### config.mk
export PLATFORM = sky130hd
export DESIGN_NAME = jtapp_tap
export DESIGN_NICKNAME = d
export VERILOG_FILES = /design/src/common/jtapp_pkg.sv /design/src/hw/jtapp_sync.sv /design/src/hw/jtapp_tap.sv
export VERILOG_INCLUDE_DIRS = /design/src /design/src/common
export SDC_FILE = /design/constraint.sdc
export NUM_CORES = 1
export LEC_CHECK = 0
export BUFFER_PORTS_ARGS = -buffer_cell sky130_fd_sc_hd__buf_2
export CAP_MARGIN = 10
export CORE_MARGIN = 1
export CORE_UTILIZATION = 36
export DETAILED_ROUTE_END_ITERATION = 10
export GPL_TIMING_DRIVEN = 0
export PLACE_DENSITY = 0.57
export SLEW_MARGIN = 10
export SYNTH_ARGS = -nofsm -noshare
export SYNTH_HDL_FRONTEND = slang
export SYNTH_SLANG_ARGS = --single-unit
### constraint.sdc
create_clock -name i_clock -period 1.6 [get_ports i_clock]
set_input_delay 0.08 -clock i_clock [delete_from_list [all_inputs] [get_ports i_clock]]
set_output_delay 0.08 -clock i_clock [all_outputs]
set_load 0.01 [all_outputs]
### src/common/jtapp_cfg.svh
// Constants for the boundary-scan test access port
`ifndef JTAPP_CFG_SVH
`define JTAPP_CFG_SVH

`define JTAPP_IR_WIDTH      4
`define JTAPP_DR_WIDTH      32
`define JTAPP_IR_CAPTURE    4'h1
`define JTAPP_INSN_IDCODE   4'h1
`define JTAPP_INSN_BYPASS   4'hf
// Identity value is arbitrary; bit 0 must stay one
`define JTAPP_IDCODE_VALUE  32'h0a5a5001
// Level the pin synchronisers and edge detector load at reset
`define JTAPP_PIN_DEFAULT   1'b1

`endif

### src/common/jtapp_pkg.sv
// Types for the boundary-scan test access port
package jtapp_pkg;

    typedef enum logic [3:0] {
        JTAPP_TLR       = 4'h0,
        JTAPP_IDLE      = 4'h1,
        JTAPP_SEL_DR    = 4'h2,
        JTAPP_CAP_DR    = 4'h3,
        JTAPP_SHIFT_DR  = 4'h4,
        JTAPP_EXIT1_DR  = 4'h5,
        JTAPP_PAUSE_DR  = 4'h6,
        JTAPP_EXIT2_DR  = 4'h7,
        JTAPP_UPD_DR    = 4'h8,
        JTAPP_SEL_IR    = 4'h9,
        JTAPP_CAP_IR    = 4'ha,
        JTAPP_SHIFT_IR  = 4'hb,
        JTAPP_EXIT1_IR  = 4'hc,
        JTAPP_PAUSE_IR  = 4'hd,
        JTAPP_EXIT2_IR  = 4'he,
        JTAPP_UPD_IR    = 4'hf
    } jtapp_state_t;

endpackage

### src/hw/jtapp_sync.sv
// Two-flop synchroniser with a constant reset level
`timescale 1ns/100ps
`default_nettype none

module jtapp_sync
#(
    parameter logic RESET_VAL = 1'b1
)
(
    input  wire logic i_clock,
    input  wire logic i_reset_n,
    input  wire logic i_async,
    output var  logic o_sync
);

    logic meta_reg;

    always_ff @(posedge i_clock or negedge i_reset_n)
    begin
        if (!i_reset_n)
        begin
            meta_reg <= RESET_VAL;
            o_sync   <= RESET_VAL;
        end
        else
        begin
            meta_reg <= i_async;
            o_sync   <= meta_reg;
        end
    end

endmodule

`default_nettype wire

### src/hw/jtapp_tap.sv
// Boundary-scan test access port: pin sampling, sixteen-state controller, IR and data registers
//
// How it works
// RULE1: Test data input is shifted in on each rising test clock edge.
// RULE2: Mode select sampled on rising test clock edge alone steers the state machine.
// RULE3: All test logic advances only on edges of the external test clock.
// RULE4: Test data output changes only on falling test clock edges.
// RULE5: Output driven both levels only while enabled, otherwise released.
// RULE6: Low test reset forces test-logic-reset asynchronously; held low at power-up.
// RULE7: Outside party keeps test reset low in normal use or permanently.
// RULE8: Unconnected test inputs read as logic high. Code only resets the pin synchronisers high; no pull-up.
// RULE9: Standard sixteen-state controller with instruction and data register scans.
`include "jtapp_cfg.svh"
`timescale 1ns/100ps
`default_nettype none

module jtapp_tap
(
    input  wire logic i_clock,
    input  wire logic i_reset_n,
    input  wire logic i_tck,
    input  wire logic i_tms,
    input  wire logic i_tdi,
    input  wire logic i_trst_n,
    output var  logic o_tdo,
    output var  logic o_tdo_oe,
    output var  logic o_tap_reset
);

    logic                        tck_sync;
    logic                        tms_sync;
    logic                        tdi_sync;
    logic                        tck_prev_reg;
    logic                        tck_rise;
    logic                        tck_fall;
    logic                        trst_meta_reg;
    logic                        tap_rst_n_reg;
    logic                        tap_clr_n;
    jtapp_pkg::jtapp_state_t     state_reg;
    jtapp_pkg::jtapp_state_t     state_next;
    logic [`JTAPP_IR_WIDTH-1:0]  ir_shift_reg;
    logic [`JTAPP_IR_WIDTH-1:0]  ir_reg;
    logic [`JTAPP_DR_WIDTH-1:0]  dr_shift_reg;
    logic                        bypass_reg;
    logic                        sel_idcode;
    logic                        tdo_next;
    logic                        shifting;

    // Pins are async to i_clock; synchronisers hold the high default only while i_reset_n is low [RULE8]
    jtapp_sync #(.RESET_VAL(`JTAPP_PIN_DEFAULT)) u_sync_tck
    (
        .i_clock   (i_clock),
        .i_reset_n (i_reset_n),
        .i_async   (i_tck),
        .o_sync    (tck_sync)
    );

    jtapp_sync #(.RESET_VAL(`JTAPP_PIN_DEFAULT)) u_sync_tms
    (
        .i_clock   (i_clock),
        .i_reset_n (i_reset_n),
        .i_async   (i_tms),
        .o_sync    (tms_sync)
    );

    jtapp_sync #(.RESET_VAL(`JTAPP_PIN_DEFAULT)) u_sync_tdi
    (
        .i_clock   (i_clock),
        .i_reset_n (i_reset_n),
        .i_async   (i_tdi),
        .o_sync    (tdi_sync)
    );

    // Test reset asserts at once, releases after two clocks to avoid a ragged exit [RULE6]
    assign tap_clr_n = i_reset_n & i_trst_n;

    always_ff @(posedge i_clock or negedge tap_clr_n)
    begin
        if (!tap_clr_n)
        begin
            trst_meta_reg <= 1'b0;
            tap_rst_n_reg <= 1'b0;
        end
        else
        begin
            trst_meta_reg <= 1'b1;
            tap_rst_n_reg <= trst_meta_reg;
        end
    end

    // Edges of the test clock found from its synchronised copy [RULE3]
    always_ff @(posedge i_clock or negedge i_reset_n)
    begin
        if (!i_reset_n)
        begin
            tck_prev_reg <= `JTAPP_PIN_DEFAULT;
        end
        else
        begin
            tck_prev_reg <= tck_sync;
        end
    end

    assign tck_rise = tck_sync & ~tck_prev_reg;
    assign tck_fall = ~tck_sync & tck_prev_reg;

    // Next state depends only on the sampled mode select [RULE2] [RULE9]
    always_comb
    begin
        state_next = state_reg;
        case (state_reg)
            jtapp_pkg::JTAPP_TLR:      state_next = tms_sync ? jtapp_pkg::JTAPP_TLR    : jtapp_pkg::JTAPP_IDLE;
            jtapp_pkg::JTAPP_IDLE:     state_next = tms_sync ? jtapp_pkg::JTAPP_SEL_DR : jtapp_pkg::JTAPP_IDLE;
            jtapp_pkg::JTAPP_SEL_DR:   state_next = tms_sync ? jtapp_pkg::JTAPP_SEL_IR : jtapp_pkg::JTAPP_CAP_DR;
            jtapp_pkg::JTAPP_CAP_DR:   state_next = tms_sync ? jtapp_pkg::JTAPP_EXIT1_DR : jtapp_pkg::JTAPP_SHIFT_DR;
            jtapp_pkg::JTAPP_SHIFT_DR: state_next = tms_sync ? jtapp_pkg::JTAPP_EXIT1_DR : jtapp_pkg::JTAPP_SHIFT_DR;
            jtapp_pkg::JTAPP_EXIT1_DR: state_next = tms_sync ? jtapp_pkg::JTAPP_UPD_DR : jtapp_pkg::JTAPP_PAUSE_DR;
            jtapp_pkg::JTAPP_PAUSE_DR: state_next = tms_sync ? jtapp_pkg::JTAPP_EXIT2_DR : jtapp_pkg::JTAPP_PAUSE_DR;
            jtapp_pkg::JTAPP_EXIT2_DR: state_next = tms_sync ? jtapp_pkg::JTAPP_UPD_DR : jtapp_pkg::JTAPP_SHIFT_DR;
            jtapp_pkg::JTAPP_UPD_DR:   state_next = tms_sync ? jtapp_pkg::JTAPP_SEL_DR : jtapp_pkg::JTAPP_IDLE;
            jtapp_pkg::JTAPP_SEL_IR:   state_next = tms_sync ? jtapp_pkg::JTAPP_TLR    : jtapp_pkg::JTAPP_CAP_IR;
            jtapp_pkg::JTAPP_CAP_IR:   state_next = tms_sync ? jtapp_pkg::JTAPP_EXIT1_IR : jtapp_pkg::JTAPP_SHIFT_IR;
            jtapp_pkg::JTAPP_SHIFT_IR: state_next = tms_sync ? jtapp_pkg::JTAPP_EXIT1_IR : jtapp_pkg::JTAPP_SHIFT_IR;
            jtapp_pkg::JTAPP_EXIT1_IR: state_next = tms_sync ? jtapp_pkg::JTAPP_UPD_IR : jtapp_pkg::JTAPP_PAUSE_IR;
            jtapp_pkg::JTAPP_PAUSE_IR: state_next = tms_sync ? jtapp_pkg::JTAPP_EXIT2_IR : jtapp_pkg::JTAPP_PAUSE_IR;
            jtapp_pkg::JTAPP_EXIT2_IR: state_next = tms_sync ? jtapp_pkg::JTAPP_UPD_IR : jtapp_pkg::JTAPP_SHIFT_IR;
            jtapp_pkg::JTAPP_UPD_IR:   state_next = tms_sync ? jtapp_pkg::JTAPP_SEL_DR : jtapp_pkg::JTAPP_IDLE;
            default:                   state_next = jtapp_pkg::JTAPP_TLR;
        endcase
    end

    // State moves only on a rising test clock edge or to test-logic-reset at test reset [RULE2] [RULE3]
    always_ff @(posedge i_clock or negedge tap_rst_n_reg)
    begin
        if (!tap_rst_n_reg)
        begin
            state_reg <= jtapp_pkg::JTAPP_TLR; // [RULE6]
        end
        else if (tck_rise)
        begin
            state_reg <= state_next;
        end
    end

    // Instruction register: capture fixed pattern, shift, update; reset selects identity [RULE9]
    always_ff @(posedge i_clock or negedge tap_rst_n_reg)
    begin
        if (!tap_rst_n_reg)
        begin
            ir_shift_reg <= `JTAPP_IR_CAPTURE;
            ir_reg       <= `JTAPP_INSN_IDCODE;
        end
        else if (tck_rise)
        begin
            case (state_reg)
                jtapp_pkg::JTAPP_TLR:      ir_reg <= `JTAPP_INSN_IDCODE;
                jtapp_pkg::JTAPP_CAP_IR:   ir_shift_reg <= `JTAPP_IR_CAPTURE;
                jtapp_pkg::JTAPP_SHIFT_IR: ir_shift_reg <= {tdi_sync, ir_shift_reg[`JTAPP_IR_WIDTH-1:1]}; // [RULE1]
                jtapp_pkg::JTAPP_UPD_IR:   ir_reg <= ir_shift_reg;
                default:                   ir_reg <= ir_reg;
            endcase
        end
    end

    // Unknown instructions fall back to the one-bit bypass path
    assign sel_idcode = (ir_reg == `JTAPP_INSN_IDCODE);

    // Data registers: identity word or bypass bit, captured then shifted LSB first [RULE9]
    always_ff @(posedge i_clock or negedge tap_rst_n_reg)
    begin
        if (!tap_rst_n_reg)
        begin
            dr_shift_reg <= '0;
            bypass_reg   <= 1'b0;
        end
        else if (tck_rise)
        begin
            case (state_reg)
                jtapp_pkg::JTAPP_CAP_DR:
                begin
                    dr_shift_reg <= `JTAPP_IDCODE_VALUE;
                    bypass_reg   <= 1'b0;
                end
                jtapp_pkg::JTAPP_SHIFT_DR:
                begin
                    dr_shift_reg <= {tdi_sync, dr_shift_reg[`JTAPP_DR_WIDTH-1:1]}; // [RULE1]
                    bypass_reg   <= tdi_sync; // [RULE1]
                end
                default:
                begin
                    bypass_reg   <= bypass_reg;
                end
            endcase
        end
    end

    // Output source chosen by the scan in progress
    assign shifting = (state_reg == jtapp_pkg::JTAPP_SHIFT_DR) || (state_reg == jtapp_pkg::JTAPP_SHIFT_IR);

    always_comb
    begin
        if (state_reg == jtapp_pkg::JTAPP_SHIFT_IR)
        begin
            tdo_next = ir_shift_reg[0];
        end
        else if (sel_idcode)
        begin
            tdo_next = dr_shift_reg[0];
        end
        else
        begin
            tdo_next = bypass_reg;
        end
    end

    // Output and its enable only change on a falling test clock edge or clear at test reset [RULE4] [RULE5]
    always_ff @(posedge i_clock or negedge tap_rst_n_reg)
    begin
        if (!tap_rst_n_reg)
        begin
            o_tdo    <= 1'b0;
            o_tdo_oe <= 1'b0; // [RULE5]
        end
        else if (tck_fall)
        begin
            o_tdo    <= shifting ? tdo_next : 1'b0; // [RULE4]
            o_tdo_oe <= shifting; // [RULE5]
        end
    end

    // Status flag for the rest of the chip: controller sits in test-logic-reset
    always_ff @(posedge i_clock or negedge tap_rst_n_reg)
    begin
        if (!tap_rst_n_reg)
        begin
            o_tap_reset <= 1'b1;
        end
        else
        begin
            o_tap_reset <= (state_next == jtapp_pkg::JTAPP_TLR) && tck_rise
                           || (state_reg == jtapp_pkg::JTAPP_TLR) && !tck_rise;
        end
    end

endmodule

`default_nettype wire

* Word-level counts from Yosys, hierarchy flattened *
Cells that the tools add are included.

cells by class
  equal/unequal tests = 16
  multiplexer cells = 20
  bitwise logic cells = 5
  reduce and logical (&&, ||, !) cells = 16

operator list
  operator                                                               number
  32-bit one-hot mux with 2 select lines                                 1
  4-bit one-hot mux with 12 select lines                                 1
  4-bit equality test, second input constant                             8
  4-bit by 3-bit equality test with 1-bit output, second input constant  4
  4-bit two-way mux                                                      4
  4-bit one-hot mux with 2 select lines                                  2
  4-bit by 1-bit equality test with 1-bit output, second input constant  2
  4-bit by 2-bit equality test with 1-bit output, second input constant  2
  4-bit zero test                                                        2
  1-bit two-way mux                                                      6
  2-bit two-way mux                                                      3
  3-bit two-way mux                                                      2
  2-bit AND reduction                                                    3
  2-bit nonzero test                                                     3
  2-bit OR reduction                                                     2
  1-bit bitwise AND                                                      3
  3-bit OR reduction                                                     1
  1-bit logical AND                                                      2
  1-bit logical OR                                                       2
  1-bit NOT                                                              2
  1-bit one-hot mux with 2 select lines                                  1
  1-bit zero test                                                        1

word-level totals
  register bits after elaboration = 57
  input bits = 6
  output and inout bits = 3
  logic and storage cells = 74

* Longest topological paths before layout *
Gate-level depths: netlist of the first run.

  word-level depth = 6
  mapped depth = 6

* By module *
From an unflattened synthesis of the first run, not the netlist that was laid out.

unflattened totals
  cell total of the unflattened synthesis = 185
  area total of the unflattened synthesis = 2264.7 um2

by module, submodules not included
  module      instances  cells an instance  area each (um2)
  jtapp_tap   1          179                2107.0
  jtapp_sync  3          2                  52.6

* Worst setup path before layout of the first run *
No wires, ideal clock.

  kind = register to register
  start point = reg state_reg[1]
  end point = reg dr_shift_reg[31]
  library setup time = 0.121 ns
  data arrival time = 1.594 ns
  required time = 1.479 ns
  slack = -0.115 ns
  stages on the path, launching flop included = 6
  path through = dfrtp_1 > clkbuf_1 > or3_4 > a211o_4 > buf_6 > a22o_1

on the way
  word-level cells in the longest chain between the ends = 3

RTL lines
  item                                                                                                              RTL line          text
  from (decl)                                                                                                       jtapp_tap.sv:39   jtapp_pkg::jtapp_state_t state_reg;
  from (signal assigned)                                                                                            jtapp_tap.sv:137  state_reg <= jtapp_pkg::JTAPP_TLR;
  from (signal assigned)                                                                                            jtapp_tap.sv:141  state_reg <= state_next;
  4-bit by 3-bit equality test with 1-bit output or 4-bit by 2-bit equality test with 1-bit output (tied branches)  jtapp_tap.sv:178  case (state_reg)
  2-bit nonzero test (no source line)                                                                               --
  2-bit AND reduction (no source line)                                                                              --
  to (signal assigned)                                                                                              jtapp_tap.sv:181  dr_shift_reg <= `JTAPP_IDCODE_VALUE;
  to (signal assigned)                                                                                              jtapp_tap.sv:186  dr_shift_reg <= {tdi_sync, dr_shift_reg[`JTAPP_DR_WIDTH-1:1]};
  to (decl)                                                                                                         jtapp_tap.sv:43   logic [`JTAPP_DR_WIDTH-1:0] dr_shift_reg;

Parallel ways exist; a longest one is shown, timed or not.
A chain may end at the register's enable or synchronous reset.

* Final worst setup path of the first run *
  start point = reg state_reg[2]
  end point = reg dr_shift_reg[10]

Same word-level chain as after synthesis.

==> metrics.md, run 1 <==
| Metric | Value |
|---|---|
| GRT Resource Usage Total | `14.57%` |
| Die Height | `81.32 um` |
| Worst Setup Start Kind | `flop` |
| Vias in the first global route | `1487` |
| DRC violations left | `0` |
| Slew @ Worst Pin | `0.5171 ns` |
| Slowest stage cell, crit path | `a211o_4` |
| Initial DRC count | `73` |
| Status | `finished with violations` |
| Root Driver | `clkbuf_8` |
| CTS tree | `built` |
| Seq pwr share | `50.2%` |
| Post-placement setup slack | `-0.2803 ns` |
| CP endpoint kind | `flop` |
| Buf+Inv Stages, Crit Path | `3` |
| Number of synthesized flops with an enable pin | `0` |
| Largest register FFs | `32` |
| CP max FO | `10` |
| Via-to-Cell Ratio | `5.323` |
| Final TNS setup | `-1.384 ns` |
| Switching share of power | `32.24%` |
| Combinational power share | `30.0%` |
| Worst path setup slack after routing | `-0.08021 ns` |
| Clock group share of total power | `19.8%` |
| Clock skew | `0.006512 ns` |
| Synth async-reset ratio | `100.0%` |
| Synthesized Nets | `191` |
| Initial antenna violation count | `0` |
| Total global routing overflow | `0` |
| Final Util | `44.42%` |
| Layout cells sized above 1 | `27.14%` |
| Lkg Pwr | `1.150 nW` |
| Placed Instances | `269` |
| Psw | `1.335 mW` |
| Worst min-delay path class | `reg -> async` |
| Worst-case clock buffer depth | `2` |
| Tmin final | `1.680 ns` |
| Layout Nets | `215` |
| H-tree depth | `2` |
| Pwr Total | `4.141 mW` |
| WHS | `0.2406 ns` |
| GP Congestion | `0.7806` |
| Cell Pwr Density | `1556 mW/mm2` |
| RSZ-0062 raised after global routing | `yes` |
| Final setup viols | `20` |
| Kind of critical path | `reg -> reg` |
| Vias | `1517` |
| Drt pass-1 iters | `4` |
| Largest net degree at the start of global routing | `27` |
| Clk slew on worst S/H paths | `0.11 ns` |
| Max-slew headroom | `65.53%` |
| Tcrit/Tclk final | `105.0%` |
| Reg2reg path depth | `6` |
| I/O pin cnt | `9` |
| Yosys warns | `0` |
| CTS Sinks | `56` |
| Slack of the worst reg-to-reg path | `-0.08 ns` |
| Largest delay contributor family on the critical path | `compound AO/OA/AOI/OAI gates` |
| Most Frequent Cell on Critical Path | `buf_6` |
| Failing checks | `negative setup slack` |
| Maximum vdd ir drop | `0.8387 mV` |
| CTS Buf Count | `5` |
| Fmax | `595.2 MHz` |
| Rows | `28` |
| Most used DFF post-synth | `dfrtp_1` |
| Post-Syn Area | `0.002265 mm2` |
| Mean routed wirelength per cell | `14.60 um` |
| Routed WL | `4.161 mm` |
| Area after DPL | `0.002436 mm2` |
| Gate Count Post-Synth | `185` |
| Core Footprint | `0.005991 mm2` |
| Die Wd | `81.32 um` |
| HPWL after DPL | `2.659 mm` |
| I/O Buffers | `8` |
| Area grow syn2layout | `17.51%` |
| Mapped Avg Cell Area | `12.24 um2` |
| Post-route antenna net violation count | `0` |
| Final hold vios | `0` |
| Int Power | `2.806 mW` |
| Fin area | `0.002661 mm2` |
| Die area | `0.006612 mm2` |
| Largest stage delay, worst path | `0.38 ns` |
| RR Startpoint | `state_reg[2]` |
| Worst-Skew Late Latency | `0.31 ns` |
| # diodes | `0` |
| R2R Path End | `dr_shift_reg[10]` |
| Unique masters post-synth | `37` |
| Final Instance Count excl. Fillers | `285` |
| Sequential area share after synthesis | `62.43%` |
| Max Cap Viol | `0` |
| CP Cell Sequence | `buf_6 -> inv_2 -> or3_4 -> a211o_4 -> buf_6 -> a22o_1` |
| Critical path arrival | `1.89 ns` |
| First-pass GRT wire length | `7.293 mm` |
| WP data required | `1.81 ns` |
| FF+latch count, synth | `56` |
| Slew Limit Fails | `0` |
| Initial core utilization | `37.80%` |
layer usage:
| metal | routed length (um) | global-route usage (%) | vias to the layer above |
|---|---|---|---|
| met3 | 122 | 3.371 | 5 |
| met4 | 63 | 5.536 | 0 |
| li1 | - | - | 733 |
| met5 | 0 | 0 | - |
| met1 | 2140 | 20.66 | 752 |
| met2 | 1833 | 21.50 | 27 |
power by group through the flow:
stage               sequential, mW  clock (mW)  combinational [mW]
floorplan                     2.05           0               0.933
global placement              2.10           0                1.13
detailed placement            2.09           0                1.16
CTS                           2.08       0.850                1.19
global route                  2.13       0.899                1.37
finish                        2.08       0.820                1.24
kinds of logic (layout without fill, tap and decap cells):
logic type	after synthesis	count (layout)	synth area share, %
compound gates	63	63	21.99
flops	56	56	62.43
simple gates	43	43	10.05
buf+inv	19	44	3.978
mux	2	2	0.9944
other cells	1	1	0.1656
xor+xnor	1	1	0.3868
synth_stat cells (3+ instances only):
cell,instances,area [um2]
dfstp_2,10,262.8
nor2b_1,4,25.02
o21ai_0,7,35.03
a22o_1,26,227.7
nand2_1,10,37.54
dfrtp_1,46,1151
nand2b_1,4,25.02
nand3_1,6,30.03
clkbuf_1,13,48.80
a31oi_1,3,18.77
a21oi_1,7,35.03
o22a_1,9,78.83
nor2_1,6,22.52
worst max path at each step:
stage                                 start                to  cells past startpoint  slack (ns)
after global routing           state_reg[2]  dr_shift_reg[13]                      6       -0.12
final                          state_reg[2]  dr_shift_reg[10]                      6       -0.08
after detailed placement  u_sync_tck.o_sync  dr_shift_reg[21]                      6       -0.28
after floorplan                state_reg[1]  dr_shift_reg[31]                      5       -0.06
after global placement        tap_rst_n_reg   dr_shift_reg[9]                      0       -0.46
after CTS                 u_sync_tck.o_sync  dr_shift_reg[24]                      6       -0.12
final cells by class:
type,count,area [um2]
clock inverters,3,26.28
fillers,541,3329
well taps,75,93.84
repair buffers,20,173.9
clock buffers,5,68.82
plain buffers,13,90.09
multi-input cells,110,780.7
flip-flops and latches,56,1416
inverters,3,11.26
what timing repair did:
action | in CTS | in global routing
hold buffers | 6 | 0
resized for setup | 12 | 13
endpoints found under the hold margin | 12 | 0
gates cloned | 1 | 0
setup endpoints to repair | 43 | 45
buffers inserted | 1 | 3
pin swaps | 3 | 3
cells in the final DEF, fill, tap and decap left out, drive strengths merged:
master	synthesis	final
nand3	6	6
o22a	9	9
mux2	2	2
nor3	2	2
nor4	2	2
nand3b	1	1
or3	1	1
clkbuf	13	13
nand2b	4	4
a31oi	3	3
xnor2	1	1
inv	3	4
clkinvlp	0	2
a22oi	1	1
and2	2	2
nand4	2	2
a21oi	7	7
dfstp	10	10
o221ai	2	2
a211oi	3	3
o22ai	1	1
o32ai	1	1
a2bb2oi	1	1
nand2	10	10
dlygate4sd3	0	6
conb	1	1
o311ai	1	1
buf	3	19
o21ai	7	7
nor2b	4	4
and3	2	2
nor2	6	6
a211o	1	1
nor4b	1	1
a22o	26	26
dfrtp	46	46
Note: power is estimated with default switching activity, not from simulation.
==> inputs of run 2 (changes only) <==
--- a/config.mk
+++ b/config.mk
@@ -8,11 +8,14 @@
 export LEC_CHECK = 0
 export BUFFER_PORTS_ARGS = -buffer_cell sky130_fd_sc_hd__buf_2
 export CAP_MARGIN = 10
+export CELL_PAD_IN_SITES_DETAIL_PLACEMENT = 1
+export CELL_PAD_IN_SITES_GLOBAL_PLACEMENT = 1
 export CORE_MARGIN = 1
 export CORE_UTILIZATION = 36
+export CTS_CLUSTER_SIZE = 16
 export DETAILED_ROUTE_END_ITERATION = 10
 export GPL_TIMING_DRIVEN = 0
-export PLACE_DENSITY = 0.57
+export PLACE_DENSITY = 0.66
 export SLEW_MARGIN = 10
 export SYNTH_ARGS = -nofsm -noshare
 export SYNTH_HDL_FRONTEND = slang
==> constraint.sdc (replaced) <==
create_clock -name i_clock -period 1.36 [get_ports i_clock]
set_input_delay 0.068 -clock i_clock [delete_from_list [all_inputs] [get_ports i_clock]]
set_output_delay 0.068 -clock i_clock [all_outputs]
set_load 0.01 [all_outputs]
==> run 2 against run 1 <==
Against the previous run:
- utilization up 8.1 points
- via count up 12%
- clock-buffer cell count unchanged
- power up 44%
- the flow still finishes with violations (negative setup slack)
- combinational power up 90%
- largest cell class unchanged
- worst hold slack better by 0.083 ns
- critical path type unchanged
- final cell count up 8.1%
- clock power up 37%
- critical path depth down 2
- fmax down 1.3%
==> metrics.md, run 2 (synthesized netlist as in run 1, its figures left out) <==
| Metric | Value |
|---|---|
| Status | `finished with violations` |
| Failing checks | `negative setup slack` |
| Most frequent cells in the layout | `dfrtp_1, a22o_1, buf_4` |
| Area grow syn2layout | `38.95%` |
| Slew @ Worst Pin | `1.000 ns` |
| Post-route antenna net violation count | `0` |
| H-tree depth | `2` |
| HPWL after DPL | `3.279 mm` |
| Mean routed wirelength per cell | `19.40 um` |
| I/O Buffers | `8` |
| Via-to-Cell Ratio | `5.513` |
| Largest net degree at the start of global routing | `48` |
| Initial core utilization | `37.80%` |
| GRT Resource Usage Total | `19.80%` |
| Die Wd | `81.32 um` |
| Worst-Skew Late Latency | `0.31 ns` |
| Worst Setup Start Kind | `flop` |
| Initial DRC count | `55` |
| DRC violations left | `0` |
| CTS Buf Count | `5` |
| Reg2reg path depth | `4` |
| RR Startpoint | `state_reg[0]` |
| Drt pass-1 iters | `4` |
| Int Power | `3.947 mW` |
| CP endpoint kind | `flop` |
| Worst-case clock buffer depth | `2` |
| # diodes | `0` |
| Vias in the first global route | `1847` |
| Routed WL | `5.975 mm` |
| Rows | `28` |
| RSZ-0062 raised after global routing | `yes` |
| WHS | `0.3239 ns` |
| Final hold vios | `0` |
| CP max FO | `6` |
| Tcrit/Tclk final | `125.2%` |
| Largest register FFs | `32` |
| I/O pin cnt | `9` |
| WP data required | `1.56 ns` |
| Vias | `1698` |
| First-pass GRT wire length | `9.694 mm` |
| Post-placement setup slack | `-0.5274 ns` |
| Die Height | `81.32 um` |
| Root Driver | `clkbuf_8` |
| Final Instance Count excl. Fillers | `308` |
| Clk slew on worst S/H paths | `0.10 ns` |
| Placed Instances | `268` |
| Layout Nets | `238` |
| Fmax | `587.5 MHz` |
| Kind of critical path | `reg -> reg` |
| Tmin final | `1.702 ns` |
| Most common cell after layout, fill and taps aside | `dfrtp_1` |
| CTS tree | `built` |
| Max-slew headroom | `33.31%` |
| Clock skew | `0.006443 ns` |
| Slack of the worst reg-to-reg path | `-0.34 ns` |
| Final setup viols | `43` |
| Switching share of power | `33.84%` |
| Combinational power share | `39.4%` |
| Slew Limit Fails | `0` |
| Cell Pwr Density | `1896 mW/mm2` |
| Worst setup path startpoint | `state_reg[0]` |
| Lkg Pwr | `1.382 nW` |
| Layout cells sized above 1 | `45.06%` |
| Seq pwr share | `41.8%` |
| Fillers | `595` |
| Worst path setup slack after routing | `-0.3421 ns` |
| Core Footprint | `0.005991 mm2` |
| Psw | `2.019 mW` |
| Worst min-delay path class | `in -> async` |
| CTS Sinks | `56` |
| Max Cap Viol | `0` |
| Maximum vdd ir drop | `0.8461 mV` |
| Die area | `0.006612 mm2` |
| Critical path arrival | `1.90 ns` |
| Initial antenna violation count | `0` |
| Total global routing overflow | `0` |
| GP Congestion | `0.7874` |
| Clock group share of total power | `18.8%` |
## run 2: cell types whose count changed in the layout (fill, tap and decap cells not counted), sizes merged
| cell | change |
|---|---|
| buf | +26 |
| clkbuf | -3 |
| clkinvlp | -2 |
| bufinv | +1 |
| clkinv | +1 |
## run 2: power groups by stage
stage                     clock [mW]  sequential [mW]  combinational (mW)
after floorplan                    0             2.41                1.11
after global placement             0             2.46                1.33
after detailed placement           0             2.50                1.42
after global routing            1.22             2.56                2.51
final                           1.12             2.49                2.35
after CTS                       1.16             2.48                1.99
## run 2: cell type report
type	instances	area, um2	area share [%]
buffer	12	146.4	4.652
clock buffer	5	68.82	2.187
clock inverter	3	46.29	1.471
inverter	3	13.76	0.4374
multi-input combinational	110	965.9	30.70
sequential	56	1416	45.01
tap	75	93.84	2.982
timing repair buffer	44	395.4	12.56
## run 2: worst paths after layout
check	to
worst max-delay path	dr_shift_reg[26]
worst min-delay path	tck_prev_reg
max in group asynchronous	state_reg[3]
worst min register to register	u_sync_tdi.o_sync
min in group i_clock	u_sync_tdi.o_sync
worst max register to register	dr_shift_reg[26]
## run 2: metrics by stage
step / util [%] / TNS (ns) / cell area (um2) / power (mW)
final: 52.53 / -10.13 / 3147 / 5.966
after global routing: 52.53 / -12.17 / 3147 / 6.292
after CTS: 49.21 / -10.32 / 2948 / 5.624
after detailed placement: 40.46 / -16.65 / 2424 / 3.923
after global placement: 40.46 / -14.04 / 2424 / 3.796
after floorplan: - / -8.372 / 2290 / 3.520
## run 2: worst max-delay path, stage by stage (launching register included)
cell and delay [ns]:
dfrtp_1 0.42, or3_4 0.40, a211o_4 0.38, buf_6 0.15
a22o_1 0.23
## run 2: timing repair
action / CTS / global route
buffers inserted: 13 / 14
hold buffers: 6 / 0
gates resized for setup: 54 / 33
pin swaps: 8 / 19
endpoints found under the setup margin: 47 / 47
cloned: 4 / 0
hold endpoints to repair: 12 / 0
## run 2: layer usage
layer	global-route usage (%)	wire, um
met1	25.23	2570
met3	3.708	120
met2	34.08	3176
met5	0	0
met4	5.536	107
